--- src/verilog/dplc_regs.svh ---
// Register offsets, reset values, masks and field positions of the loop configuration bank.
// Assumes inclusion by bare name from the package and from the design modules.
`ifndef DPLC_REGS_SVH
`define DPLC_REGS_SVH

`define DPLC_ADDR_W            8
`define DPLC_DATA_W            8

`define DPLC_OFS_AUX_BW        8'h66
`define DPLC_OFS_MEAS_BW       8'h67
`define DPLC_OFS_AUX_DAMP      8'h6a
`define DPLC_OFS_MEAS_DAMP     8'h6b
`define DPLC_OFS_FINE          8'h73
`define DPLC_OFS_COARSE        8'h74

`define DPLC_RST_AUX_BW        8'h00
`define DPLC_RST_MEAS_BW       8'h0b
`define DPLC_RST_AUX_DAMP      8'h13
`define DPLC_RST_MEAS_DAMP     8'h13
`define DPLC_RST_FINE          8'ha2
`define DPLC_RST_COARSE        8'h85

`define DPLC_MSK_AUX_BW        8'h03
`define DPLC_MSK_MEAS_BW       8'h1f
`define DPLC_MSK_DAMP          8'h77
`define DPLC_MSK_FINE          8'he7
`define DPLC_MSK_COARSE        8'hef

`define DPLC_DAMP_FIX_LSB      4
`define DPLC_FINE_EN_BIT       7
`define DPLC_INACT_BIT         6
`define DPLC_NARROW_BIT        5
`define DPLC_COARSE_EN_BIT     7
`define DPLC_WIDE_BIT          6
`define DPLC_MULTI_BIT         5

`define DPLC_AUX_BW_UNUSED     2'h3
`define DPLC_DAMP_MIN          3'h1
`define DPLC_DAMP_MAX          3'h5
`define DPLC_FINE_STEP_DEG     24'h00002d
`define DPLC_ONE_UI_DEG        24'h000168
`define DPLC_COARSE_TOP_CODE   4'hc
`define DPLC_NUM_LOOPS         2
`define DPLC_LOOP_AUX          0
`define DPLC_LOOP_MEAS         1

`endif
--- src/verilog/dplc_pkg.sv ---
// Types shared by the loop configuration bank and its phase-loss evaluator.
// Assumes the register header is on the include path.
`include "dplc_regs.svh"

package dplc_pkg;

    typedef enum logic [1:0] {
        DPLC_BW_18HZ   = 2'b00,
        DPLC_BW_35HZ   = 2'b01,
        DPLC_BW_70HZ   = 2'b10,
        DPLC_BW_UNUSED = 2'b11
    } dplc_aux_bw_t;

    typedef struct packed {
        dplc_aux_bw_t aux_loop_bw_sel;
        logic [4:0]   measure_loop_bw_sel;
        logic [2:0]   aux_damp_fixed;
        logic [2:0]   aux_loop_damping_sel;
        logic [2:0]   meas_damp_fixed;
        logic [2:0]   measure_loop_damping_sel;
        logic         fine_enable;
        logic         inactivity_loss_enable;
        logic         narrow_test;
        logic [2:0]   fine_window_code;
        logic         coarse_enable;
        logic         wide_range_enable;
        logic         multi_cycle_phase_use;
        logic [3:0]   coarse_limit_code;
    } dplc_cfg_t;

    typedef struct packed {
        logic                activity;
        logic signed [13:0]  cycle_count;
        logic signed [23:0]  phase_deg;
    } dplc_meas_t;

    typedef struct packed {
        logic                lost;
        logic signed [23:0]  phase_deg;
    } dplc_res_t;

endpackage

--- src/verilog/dplc_bank.sv ---
// Configuration bank for the auxiliary timing-path loop and the measurement loop.
// Assumes a synchronous parallel register port and measurements synchronous to clock_i.
`timescale 1ns/1ps
`include "dplc_regs.svh"

// Functional notes
// - Auxiliary bandwidth code selects 18, 35, 70 Hz.
// - Measurement bandwidth uses five-bit code.
// - Auxiliary damping codes 001-101, default 011.
// - Measurement damping codes 001-101, default 011.
// - Fine enable flags loss beyond window.
// - Inactivity bit raises phase loss on the next clock.
// - Bit six enables wide-range phase detector.
// - Multi-cycle bit with wide range passes full coarse phase.
// - Otherwise loop phase limited to one cycle.
module dplc_bank (
    input  wire logic                          clock_i,
    input  wire logic                          rst_i,
    input  wire logic [`DPLC_ADDR_W-1:0]       cpu_addr_i,
    input  wire logic [`DPLC_DATA_W-1:0]       cpu_wdata_i,
    input  wire logic                          cpu_wr_i,
    input  wire logic                          cpu_rd_i,
    input  wire dplc_pkg::dplc_meas_t          aux_meas_i,
    input  wire dplc_pkg::dplc_meas_t          meas_meas_i,
    output dplc_pkg::dplc_cfg_t                loop_cfg_o,
    output logic [`DPLC_DATA_W-1:0]            cpu_rdata_o,
    output logic                               cpu_rvalid_o,
    output logic                               aux_bw_valid_o,
    output logic                               aux_damp_valid_o,
    output logic                               meas_damp_valid_o,
    output logic                               wide_range_on_o,
    output logic                               aux_phase_lost_o,
    output logic                               meas_phase_lost_o,
    output logic                               aux_loop_lock_flag_o,
    output logic signed [23:0]                 aux_phase_o,
    output logic signed [23:0]                 meas_phase_o
);

    typedef struct packed {
        dplc_pkg::dplc_cfg_t             cfg;
        logic [`DPLC_DATA_W-1:0]         rdata;
        logic                            rvalid;
        logic                            aux_bw_valid;
        logic                            aux_damp_valid;
        logic                            meas_damp_valid;
        logic                            wide_on;
        logic [`DPLC_NUM_LOOPS-1:0]      lost;
        logic                            aux_lock;
        logic signed [23:0]              aux_phase;
        logic signed [23:0]              meas_phase;
    } dplc_state_t;

    // Applies a write to the register copy; only defined bits are kept.
    function automatic dplc_pkg::dplc_cfg_t cfg_write(input dplc_pkg::dplc_cfg_t c,
                                                      input logic [7:0] a,
                                                      input logic [7:0] d);
        dplc_pkg::dplc_cfg_t r;
        r = c;
        unique case (a)
            `DPLC_OFS_AUX_BW: begin
                r.aux_loop_bw_sel = dplc_pkg::dplc_aux_bw_t'(d[1:0]);
            end
            `DPLC_OFS_MEAS_BW: begin
                r.measure_loop_bw_sel = d[4:0];
            end
            `DPLC_OFS_AUX_DAMP: begin
                r.aux_damp_fixed       = d[`DPLC_DAMP_FIX_LSB+:3];
                r.aux_loop_damping_sel = d[2:0];
            end
            `DPLC_OFS_MEAS_DAMP: begin
                r.meas_damp_fixed          = d[`DPLC_DAMP_FIX_LSB+:3];
                r.measure_loop_damping_sel = d[2:0];
            end
            `DPLC_OFS_FINE: begin
                r.fine_enable            = d[`DPLC_FINE_EN_BIT];
                r.inactivity_loss_enable = d[`DPLC_INACT_BIT];
                r.narrow_test            = d[`DPLC_NARROW_BIT];
                r.fine_window_code       = d[2:0];
            end
            `DPLC_OFS_COARSE: begin
                r.coarse_enable         = d[`DPLC_COARSE_EN_BIT];
                r.wide_range_enable     = d[`DPLC_WIDE_BIT];
                r.multi_cycle_phase_use = d[`DPLC_MULTI_BIT];
                r.coarse_limit_code     = d[3:0];
            end
            default: begin
                r = c;
            end
        endcase
        return r;
    endfunction

    // Reads back the register copy; unused bits and unmapped offsets read zero.
    function automatic logic [7:0] cfg_read(input dplc_pkg::dplc_cfg_t c, input logic [7:0] a);
        logic [7:0] v;
        v = 8'h00;
        unique case (a)
            `DPLC_OFS_AUX_BW: begin
                v = {6'h00, c.aux_loop_bw_sel};
            end
            `DPLC_OFS_MEAS_BW: begin
                v = {3'h0, c.measure_loop_bw_sel};
            end
            `DPLC_OFS_AUX_DAMP: begin
                v = {1'b0, c.aux_damp_fixed, 1'b0, c.aux_loop_damping_sel};
            end
            `DPLC_OFS_MEAS_DAMP: begin
                v = {1'b0, c.meas_damp_fixed, 1'b0, c.measure_loop_damping_sel};
            end
            `DPLC_OFS_FINE: begin
                v = {c.fine_enable, c.inactivity_loss_enable, c.narrow_test, 2'h0, c.fine_window_code};
            end
            `DPLC_OFS_COARSE: begin
                v = {c.coarse_enable, c.wide_range_enable, c.multi_cycle_phase_use, 1'b0, c.coarse_limit_code};
            end
            default: begin
                v = 8'h00;
            end
        endcase
        return v;
    endfunction

    function automatic logic damp_ok(input logic [2:0] code);
        damp_ok = (code >= `DPLC_DAMP_MIN) && (code <= `DPLC_DAMP_MAX);
    endfunction

    function automatic dplc_pkg::dplc_cfg_t cfg_reset();
        dplc_pkg::dplc_cfg_t r;
        r = '0;
        r = cfg_write(r, `DPLC_OFS_AUX_BW,    `DPLC_RST_AUX_BW);
        r = cfg_write(r, `DPLC_OFS_MEAS_BW,   `DPLC_RST_MEAS_BW);
        r = cfg_write(r, `DPLC_OFS_AUX_DAMP,  `DPLC_RST_AUX_DAMP);
        r = cfg_write(r, `DPLC_OFS_MEAS_DAMP, `DPLC_RST_MEAS_DAMP);
        r = cfg_write(r, `DPLC_OFS_FINE,      `DPLC_RST_FINE);
        r = cfg_write(r, `DPLC_OFS_COARSE,    `DPLC_RST_COARSE);
        return r;
    endfunction

    localparam dplc_pkg::dplc_cfg_t CFG_RST = cfg_reset();

    dplc_state_t          state_ff;
    dplc_state_t          nxt_state;
    dplc_pkg::dplc_meas_t meas_arr [`DPLC_NUM_LOOPS];
    dplc_pkg::dplc_res_t  res_arr  [`DPLC_NUM_LOOPS];

    assign meas_arr[`DPLC_LOOP_AUX]  = aux_meas_i;
    assign meas_arr[`DPLC_LOOP_MEAS] = meas_meas_i;

    // Both loops share one phase-loss configuration, so one evaluator per loop suffices.
    for (genvar g = 0; g < `DPLC_NUM_LOOPS; g++) begin : g_loop
        dplc_loss u_loss (
            .cfg_i  (state_ff.cfg),
            .meas_i (meas_arr[g]),
            .res_o  (res_arr[g])
        );
    end

    always_comb begin
        nxt_state        = state_ff;
        nxt_state.rvalid = cpu_rd_i;
        if (cpu_rd_i) begin
            nxt_state.rdata = cfg_read(state_ff.cfg, cpu_addr_i);
        end
        if (cpu_wr_i) begin
            nxt_state.cfg = cfg_write(state_ff.cfg, cpu_addr_i, cpu_wdata_i);
        end
        // Unused codes are reported, not corrected, since software owns the legal choice.
        nxt_state.aux_bw_valid    = (state_ff.cfg.aux_loop_bw_sel != dplc_pkg::DPLC_BW_UNUSED);
        nxt_state.aux_damp_valid  = damp_ok(state_ff.cfg.aux_loop_damping_sel);
        nxt_state.meas_damp_valid = damp_ok(state_ff.cfg.measure_loop_damping_sel);
        nxt_state.wide_on         = state_ff.cfg.wide_range_enable;
        for (int i = 0; i < `DPLC_NUM_LOOPS; i++) begin
            nxt_state.lost[i] = res_arr[i].lost;
        end
        // The lock flag is its own flip-flop so that the output carries no inverter after the register.
        nxt_state.aux_lock   = !res_arr[`DPLC_LOOP_AUX].lost;
        nxt_state.aux_phase  = res_arr[`DPLC_LOOP_AUX].phase_deg;
        nxt_state.meas_phase = res_arr[`DPLC_LOOP_MEAS].phase_deg;
    end

    always_ff @(posedge clock_i or posedge rst_i) begin
        if (rst_i) begin
            state_ff                 <= '0;
            state_ff.cfg             <= CFG_RST;
            state_ff.aux_bw_valid    <= 1'b1;
            state_ff.aux_damp_valid  <= 1'b1;
            state_ff.meas_damp_valid <= 1'b1;
            state_ff.wide_on         <= 1'b0;
            state_ff.aux_lock        <= 1'b1;
        end else begin
            state_ff <= nxt_state;
        end
    end

    assign loop_cfg_o           = state_ff.cfg;
    assign cpu_rdata_o          = state_ff.rdata;
    assign cpu_rvalid_o         = state_ff.rvalid;
    assign aux_bw_valid_o       = state_ff.aux_bw_valid;
    assign aux_damp_valid_o     = state_ff.aux_damp_valid;
    assign meas_damp_valid_o    = state_ff.meas_damp_valid;
    assign wide_range_on_o      = state_ff.wide_on;
    assign aux_phase_lost_o     = state_ff.lost[`DPLC_LOOP_AUX];
    assign meas_phase_lost_o    = state_ff.lost[`DPLC_LOOP_MEAS];
    assign aux_loop_lock_flag_o = state_ff.aux_lock;
    assign aux_phase_o          = state_ff.aux_phase;
    assign meas_phase_o         = state_ff.meas_phase;

endmodule // dplc_bank

--- src/verilog/dplc_loss.sv ---
// Phase-loss evaluator for one loop: fine window, inactivity and coarse cycle limit.
// Assumes measurements are synchronous to the caller's clock; purely combinational.
`timescale 1ns/1ps
`include "dplc_regs.svh"

module dplc_loss (
    input  wire dplc_pkg::dplc_cfg_t  cfg_i,
    input  wire dplc_pkg::dplc_meas_t meas_i,
    output dplc_pkg::dplc_res_t       res_o
);

    function automatic logic [23:0] abs24(input logic signed [23:0] v);
        abs24 = v[23] ? 24'(-v) : 24'(v);
    endfunction

    logic [23:0] fine_window;
    logic [13:0] cycle_mag;
    logic [13:0] coarse_limit;
    logic [3:0]  code_cl;
    logic        fine_loss;
    logic        inact_loss;
    logic        coarse_loss;

    always_comb begin
        // The window grows with its code, so code zero gives a zero window and loss at any nonzero phase.
        fine_window  = 24'(cfg_i.fine_window_code) * `DPLC_FINE_STEP_DEG;
        fine_loss    = cfg_i.fine_enable && (abs24(meas_i.phase_deg) > fine_window);
        inact_loss   = cfg_i.inactivity_loss_enable && !meas_i.activity;
        cycle_mag    = meas_i.cycle_count[13] ? 14'(-meas_i.cycle_count) : 14'(meas_i.cycle_count);
        code_cl      = (cfg_i.coarse_limit_code > `DPLC_COARSE_TOP_CODE) ? `DPLC_COARSE_TOP_CODE
                                                                         : cfg_i.coarse_limit_code;
        coarse_limit = 14'((15'h0002 << code_cl) - 15'h0001);
        coarse_loss  = cfg_i.coarse_enable && (cycle_mag > coarse_limit);
        res_o.lost   = fine_loss || inact_loss || coarse_loss;
        // Without the multi-cycle result the loop sees at most one cycle of phase either way.
        if (cfg_i.multi_cycle_phase_use && cfg_i.wide_range_enable) begin
            res_o.phase_deg = meas_i.phase_deg;
        end else if (!meas_i.phase_deg[23] && (meas_i.phase_deg > $signed(`DPLC_ONE_UI_DEG))) begin
            res_o.phase_deg = $signed(`DPLC_ONE_UI_DEG);
        end else if (meas_i.phase_deg[23] && (meas_i.phase_deg < -$signed(`DPLC_ONE_UI_DEG))) begin
            res_o.phase_deg = 24'(-$signed(`DPLC_ONE_UI_DEG));
        end else begin
            res_o.phase_deg = meas_i.phase_deg;
        end
    end

endmodule // dplc_loss

--- config.mk ---
export PLATFORM = sky130hd
export DESIGN_NAME = dplc_bank
export DESIGN_NICKNAME = d
export VERILOG_FILES = /design/src/verilog/dplc_pkg.sv /design/src/verilog/dplc_bank.sv /design/src/verilog/dplc_loss.sv
export VERILOG_INCLUDE_DIRS = /design/src /design/src/verilog
export SDC_FILE = /design/constraint.sdc
export NUM_CORES = 1
export LEC_CHECK = 0
export ABC_AREA = 1
export BUFFER_PORTS_ARGS = -buffer_cell sky130_fd_sc_hd__buf_4
export CORE_UTILIZATION = 40
export CTS_BUF_LIST = sky130_fd_sc_hd__clkbuf_4 sky130_fd_sc_hd__clkbuf_8
export DETAILED_ROUTE_END_ITERATION = 7
export GPL_TIMING_DRIVEN = 0
export HOLD_SLACK_MARGIN = 0.08
export SYNTH_ARGS = -nofsm -noshare
export SYNTH_HDL_FRONTEND = slang
export SYNTH_HIERARCHICAL = 1
export SYNTH_SLANG_ARGS = --single-unit
--- constraint.sdc ---
create_clock -name clock_i -period 3.6 [get_ports clock_i]
set_clock_uncertainty 0.05 [all_clocks]
set_input_delay 0.18 -clock clock_i [delete_from_list [all_inputs] [get_ports clock_i]]
set_output_delay 0.18 -clock clock_i [all_outputs]
set_load 0.03 [all_outputs]
==> impl_results.md, run 1 <==
* Number of global-route vias before repair at 7,478
* Hold Path Class: primary input to register
* First-pass GRT wire length at 36,400 um
* DR iter-0 viols at 428
* Final Hold Vio Count at 0
* Logic gate share of total power at 0.354
* Tcrit/Tclk final at 0.906
* Layout fillers at 1,947
* Largest family of logic cells by synthesized area: simple AND/OR/NAND/NOR gates
* Via count at 8,009
* Dominant cells by area after synthesis: dfrtp_1, nand2_1, ha_1, inv_1, dfstp_2
* Clock Path Buffers at 2
* Area Growth Syn to Fin at 29.7%
* Final ANT Viol Nets at 0
* Clock share of power at 0.262
* Clk sinks at 96
* Max cap viols at 0
* Critical path launch point type: register
* CP cell instances: ha_1 > ha_1 > inv_1 > fa_1 > o31ai_1 > xnor2_1 > ha_1 > a21oi_1 > o21a_1 > nand2_1 > nand2_1 > nand4_1 > nand2_1 > inv_1 > nor2_1 > nand2_1 > nand2_1 > nand2_1
* WHS at 0.0831 ns
* Finished Layout Cells at 1,618
* Power Density at 306 mW/mm^2
* Antenna Cells at 0
* Ys async rst share at 1.00
* Row count at 50
* Top cell by count, worst path: nand2_1
* Chip Height at 142 um
* Max incr delay on CP at 0.71 ns
* Synth area leader: dfrtp_1
* H-tree Lvls at 3
* Outcome: completed
* Sw Pwr at 1.13 mW
* Synth top area share at 0.245
* Share of layout cells above drive strength 1 at 0.228
* Required time worst endpoint at 3.83 ns
* Post-Syn Area at 0.00788 sq mm
* Final #Nets at 1,517
* Clk slew on worst S/H paths at 0.09 ns
* Total GRT Usage at 0.226
* WP data arrival at 3.49 ns
* Fin area at 0.0102 sq mm
* Post-Synth XOR/XNOR Area at 0.0511
* Post-layout util at 0.537
* Drt drc at 0
* DRT Pass-1 Iters at 5
* Routability-driven placement congestion ratio at 0.922
* Cell variety after synth at 36
* Finish-stage setup viols at 0
* Synth Area in Simple Gates at 0.337
* Post-DP HPWL at 17,800 um
* Pin count of the biggest net entering global routing at 62
* Achievable Freq at 307 MHz
* Yosys warns at 6
* P_leak at 5.39 nW
* Post-CTS Setup Bufs at 0
* Seq pwr share at 0.383
* Tmin final at 3.26 ns
* CP max stage cell: dfstp_4
* Setup repair after global routing missed its margin: no
* Die Area at 0.0203 sq mm
* P_int at 1.99 mW
* Dpl cell area at 0.00966 sq mm
* Initial core utilization at 0.414
* I/O pin count at 194
* Port bufs at 190
* Adder-Cell Fraction of Synth Area at 0.107
* Top_reg_cell synth: dfrtp_1
* Net Sw Frac at 0.361
* Grt ovf at 0
* Clk_lat worst skew at 0.38 ns
* CTS tree: done
* Initial antenna violation count at 0
* Area of the core at 0.0190 sq mm
* Synth Instances at 1,119
* Max VDD drop at 0.000215 V
* Crit. End Element: register
* Crit path kind: register to register
* Dpl cells at 1,570
* Clk Tree Root Cell: clkbuf_8
* Post-synthesis register bit count at 96
* Max Slew Vio Count at 0
* Wire length per cell at 13.9 um
* Syn avg cell area at 7.04 sq um
* Critical Path Fanout Max at 12
* Compound-Gate Fraction of Synth Area at 0.107
* Die width at 142 um
* Post-synth EDFFs at 0
* Post-Route WL at 22,500 um
* Via-to-Cell Ratio at 4.95
* Post-synthesis mux area share at 0
* Seq/Total Area, Yosys at 0.308
* Total clock buffers created by CTS at 9
* Synthesized net count at 1,283
## layout make-up
class	instances	area [sq um]	share of cell area
inverter	148	558	0.0546
buffer	25	143	0.0140
timing repair buffer	223	1770	0.174
clock buffer	9	124	0.0121
clock inverter	7	103	0.0100
sequential	96	2430	0.238
multi-input combinational	850	4750	0.465
tap	260	325	0.0319
## timing repair
action	in CTS	in global routing
hold endpoints to repair	86	0
gates resized for setup	0	4
hold buffers	32	0
setup endpoints to repair	0	3
## power groups by stage
stage	Sequential (mW)	Clock, mW	Combinational (mW)
floorplan	1.33	0	0.594
global placement	1.22	0	1.06
detailed placement	1.22	0	1.08
CTS	1.20	0.853	1.11
global route	1.21	0.895	1.25
finish	1.20	0.820	1.11
## synthesized netlist by cell type (6+ instances only)
library cell	instances
nand3_1	92
dfstp_2	19
xnor2_1	14
nor3_1	15
nor4_1	10
buf_2	10
o21ai_0	94
nor2_4	12
xor2_1	32
nand2_2	15
ha_1	64
nor2_2	12
a21oi_1	26
o21ai_1	8
nand2_1	280
nand4_1	21
dfrtp_1	77
inv_1	142
nor2_1	110
inv_2	6
nand2_4	10
clkbuf_1	9
## registers in the layout, indices dropped and copies added, names as in the netlist
name and cells:
meas_damp_valid_o 1, meas_phase_o 24, cpu_rdata_o 8, cpu_rvalid_o 1, meas_phase_lost_o 1, loop_cfg_o 32
aux_bw_valid_o 1, aux_phase_o 24, wide_range_on_o 1, aux_loop_lock_flag_o 1, aux_damp_valid_o 1, aux_phase_lost_o 1
## cells in the final DEF, fill, tap and decap left out, drive strengths merged, types with 14 or more instances in the layout
cell type,n
xor2,32
dfstp,19
nand4,21
dfrtp,77
xnor2,14
o21ai,107
nor2,135
buf,206
a21oi,26
nand2,305
nor3,15
ha,64
clkbuf,19
dlygate4sd3,32
nand3,94
inv,150
## critical path, delay by kind of cell (launching register included)
family | cells | cell delay [ns]
compound gates | 3 | 0.56
xor+xnor | 1 | 0.17
fa+ha+maj | 4 | 0.97
buf+inv | 2 | 0.08
flops | 1 | 0.71
simple gates | 8 | 0.62
## metrics by stage
step           total power [mW]  worst slack (ns)  setup TNS, ns
2_1_floorplan              1.92             0.503              0
4_1_cts                    3.16             0.210              0
6_report                   3.12             0.338              0
3_3_place_gp               2.28            -0.411         -30.55
3_5_place_dp               2.30             0.255              0
5_1_grt                    3.35            0.0188              0
## worst paths after layout
path                                                 start                     endpoint  slack (ns)  depth (start not counted)
worst max-delay path             loop_cfg_o[8]$_DFFE_PP1P_  meas_phase_lost_o$_DFF_PP0_        0.34                         18
worst min-delay path                        aux_meas_i[38]   aux_phase_lost_o$_DFF_PP0_        0.08                          4
worst max register to register   loop_cfg_o[8]$_DFFE_PP1P_  meas_phase_lost_o$_DFF_PP0_        0.34                         18
worst min register to register  loop_cfg_o[30]$_DFFE_PP0P_     aux_bw_valid_o$_DFF_PP1_        0.40                          1
max in group asynchronous                            rst_i    loop_cfg_o[8]$_DFFE_PP1P_        2.45                          4
min in group asynchronous                            rst_i   aux_phase_lost_o$_DFF_PP0_        0.33                          3
## routing by layer
| layer | share of wire | routed length, um | GRT usage | up-vias |
|---|---|---|---|---|
| li1 | - | - | - | 4091 |
| met1 | 0.46 | 10400 | 0.311 | 3663 |
| met2 | 0.47 | 10500 | 0.369 | 238 |
| met3 | 0.064 | 1450 | 0.0370 | 17 |
| met4 | 0.010 | 230 | 0.0555 | 0 |
| met5 | 0 | 0 | 0 | - |
## cells by family (layout without fill, tap and decap cells)
group	after synthesis	in the layout
buffers and inverters	173	412
DFF	96	96
other	2	2
and+or+nand+nor	581	581
adders and majority gates	66	66
xor gates and xnor gates	46	46
AOI/OAI and AO/OA	155	155
No activity file was read; power rests on OpenSTA's default activity.
==> run 2: changes to the inputs <==
- PLACE_DENSITY_LB_ADDON: unset -> 0.12
- clock period: 3.6 -> 2.88 ns (I/O delays scaled with it)
==> run 2 against run 1 <==
The flow now finishes with violations (negative setup slack). Sequential cell count unchanged. Non-clock buffer count increased by 41. Worst setup slack got worse by 0.52 ns. Power increased by 24%. Utilization increased by 2.6 points. Critical path type unchanged. Highest routed layer unchanged.
==> impl_results.md, run 2 (synthesis results as in run 1) <==
* Clk Tree Root Cell: clkbuf_8
* Outcome: finished with violations
* Drt drc at 0 (unchanged)
* Initial core utilization at 0.414 (unchanged)
* DR iter-0 viols at 392 (-8.4%)
* Dpl cells at 1,570 (unchanged)
* Achievable Freq at 327 MHz (+6.5%)
* CTS tree: done
* Clk sinks at 96 (unchanged)
* Max cap viols at 0 (unchanged)
* DRT Pass-1 Iters at 5 (unchanged)
* WHS at 0.0947 ns (+0.0116 ns)
* R2r setup slk at -0.18 ns (-0.52 ns)
* Failing checks: negative setup slack
* Setup repair after global routing missed its margin: yes
* I/O pin count at 194 (unchanged)
* Power Density at 363 mW/mm^2 (+19%)
* Tcrit/Tclk final at 1.06 (+0.157)
* Area of the core at 0.0190 sq mm (unchanged)
* Crit. End Element: register
* Die width at 142 um (unchanged)
* Via count at 8,166 (+2.0%)
* WP data arrival at 3.30 ns (-0.19 ns)
* Row count at 50 (unchanged)
* Final #Nets at 1,558 (+2.7%)
* Via-to-Cell Ratio at 4.92 (-0.56%)
* Max incr delay on CP at 0.69 ns (-0.02 ns)
* Tmin final at 3.06 ns (-0.199 ns)
* Chip Height at 142 um (unchanged)
* CP cell instances: ha_4 > ha_4 > inv_2 > fa_2 > o31ai_2 > xnor2_1 > ha_1 > a21oi_2 > o21a_1 > nand2_1 > nand2_1 > nand4_1 > nand2_1 > inv_2 > nor2_2 > nand2_1 > nand2_1 > nand2_1
* Total clock buffers created by CTS at 9 (unchanged)
* Number of global-route vias before repair at 7,847 (+4.9%)
* CP max stage cell: dfstp_4
* Post-DP HPWL at 18,300 um (+2.8%)
* Clk_lat worst skew at 0.40 ns (+0.02 ns)
* Commonest non-fill, non-tap cell in the layout: nand2_1
* Final ANT Viol Nets at 0 (unchanged)
* Grt ovf at 0 (unchanged)
* Finish-stage setup viols at 3 (+3)
* Critical Path Fanout Max at 5 (-7)
* Routability-driven placement congestion ratio at 0.902 (-2.2%)
* Top cell by count, worst path: nand2_1
* RR Startpoint: loop_cfg_o[8]$_DFFE_PP1P_
* Max reg flops at 32 (unchanged)
* Final setup margin at -0.183 ns (-0.521 ns)
* Initial antenna violation count at 0 (unchanged)
* Max VDD drop at 0.000214 V (-0.35%)
* Most frequent cells in the layout: nand2_1, buf_4, inv_1
* Area Growth Syn to Fin at 35.9%
* P_leak at 5.56 nW (+3.1%)
* Die Area at 0.0203 sq mm (unchanged)
* Min-delay src: meas_meas_i[12]
* Pin count of the biggest net entering global routing at 71 (+15%)
* Post-Route WL at 23,500 um (+4.4%)
* Hold path cells at 3 (-1)
* Hold endpoint: meas_phase_o[12]$_DFF_PP0_
* First-pass GRT wire length at 38,100 um (+4.7%)
* Share of layout cells above drive strength 1 at 0.257 (+0.0291)
* Port bufs at 190 (unchanged)
* H-tree Lvls at 3 (unchanged)
* Max Slew Vio Count at 0 (unchanged)
* Critical path launch point type: register
* Finished Layout Cells at 1,659 (+2.5%)
* Required time worst endpoint at 3.12 ns (-0.71 ns)
* Wire length per cell at 14.2 um (+1.8%)
* Antenna Cells at 0 (unchanged)
* Final Hold Vio Count at 0 (unchanged)
* Hold Path Class: primary input to register
* Clk slew on worst S/H paths at 0.10 ns (about the same)
* Total GRT Usage at 0.238 (+0.0119)
* Crit path kind: register to register
* Reg-to-reg critical path endpoint: meas_phase_lost_o$_DFF_PP0_
* Clock Path Buffers at 2 (unchanged)
* R2R depth at 18 (unchanged)
## run 2: cell types whose count changed in the layout (fill, tap and decap cells not counted), moves of 4 or more
| cell | delta |
|---|---|
| ha_4 | +9 |
| clkinvlp_4 | +4 |
| dlygate4sd3_1 | +19 |
| a21oi_2 | +4 |
| buf_4 | +21 |
| nor2_1 | -4 |
| ha_1 | -10 |
| a21oi_1 | -4 |
## run 2: worst max-delay path: cells and delay by family (launching register included)
kind                       cells  cell delay (ns)
buffers and inverters          2             0.09
xor gates and xnor gates       1             0.15
and+or+nand+nor                8             0.54
DFF                            1             0.69
adders and majority gates      4             0.93
AOI/OAI and AO/OA              3             0.52
## run 2: layer usage
layer	share of wire	vias up	GRT usage
met5	0	-	0
met3	0.045	34	0.0225
li1	-	4174	-
met1	0.44	3755	0.304
met4	0.020	0	0.0866
met2	0.49	203	0.416
## run 2: worst max-delay path by stage
stage	from	end	slack (ns)	cells after the start
6_report	loop_cfg_o[8]$_DFFE_PP1P_	meas_phase_lost_o$_DFF_PP0_	-0.18	18
5_1_grt	loop_cfg_o[2]$_DFFE_PP1P_	meas_phase_lost_o$_DFF_PP0_	-0.35	21
4_1_cts	loop_cfg_o[8]$_DFFE_PP1P_	meas_phase_lost_o$_DFF_PP0_	-0.19	18
3_5_place_dp	loop_cfg_o[8]$_DFFE_PP1P_	aux_phase_lost_o$_DFF_PP0_	-0.37	18
3_3_place_gp	rst_i	loop_cfg_o[9]$_DFFE_PP0P_	-1.45	2
2_1_floorplan	loop_cfg_o[8]$_DFFE_PP1P_	aux_phase_lost_o$_DFF_PP0_	-0.05	18
## run 2: layout make-up
class	instances	area, sq um
clock inverter	6	52.6
timing repair buffer	264	2130
fill	1898	8310
tap	260	325
sequential	96	2440
inverter	148	558
multi-input combinational	850	4920
buffer	25	155
clock buffer	10	131
## run 2: power breakdown
part	switching, mW	internal, mW
combinational	0.869	0.638
sequential	0.0574	1.44
clock	0.547	0.336
total	1.47	2.41
## run 2: what timing repair did
| item | CTS | global route |
|---|---|---|
| setup endpoints to repair | 3 | 3 |
| hold buffers | 51 | 0 |
| buffers inserted | 13 | 9 |
| gates resized for setup | 19 | 16 |
| endpoints found under the hold margin | 98 | 0 |
| pin swaps | 13 | 8 |
| cloned | 0 | 0 |
## run 2: per-stage QoR
step	power [mW]	setup TNS (ns)	setup slack (ns)	area [sq um]	util
after floorplan	2.42	-0.142	-0.0522	7920	-
after global placement	2.87	-89.79	-1.45	9680	0.509
after detailed placement	2.89	-1.03	-0.367	9710	0.510
after CTS	3.88	-0.552	-0.188	10600	0.555
after global routing	4.16	-1.05	-0.352	10700	0.563
final	3.88	-0.537	-0.183	10700	0.563
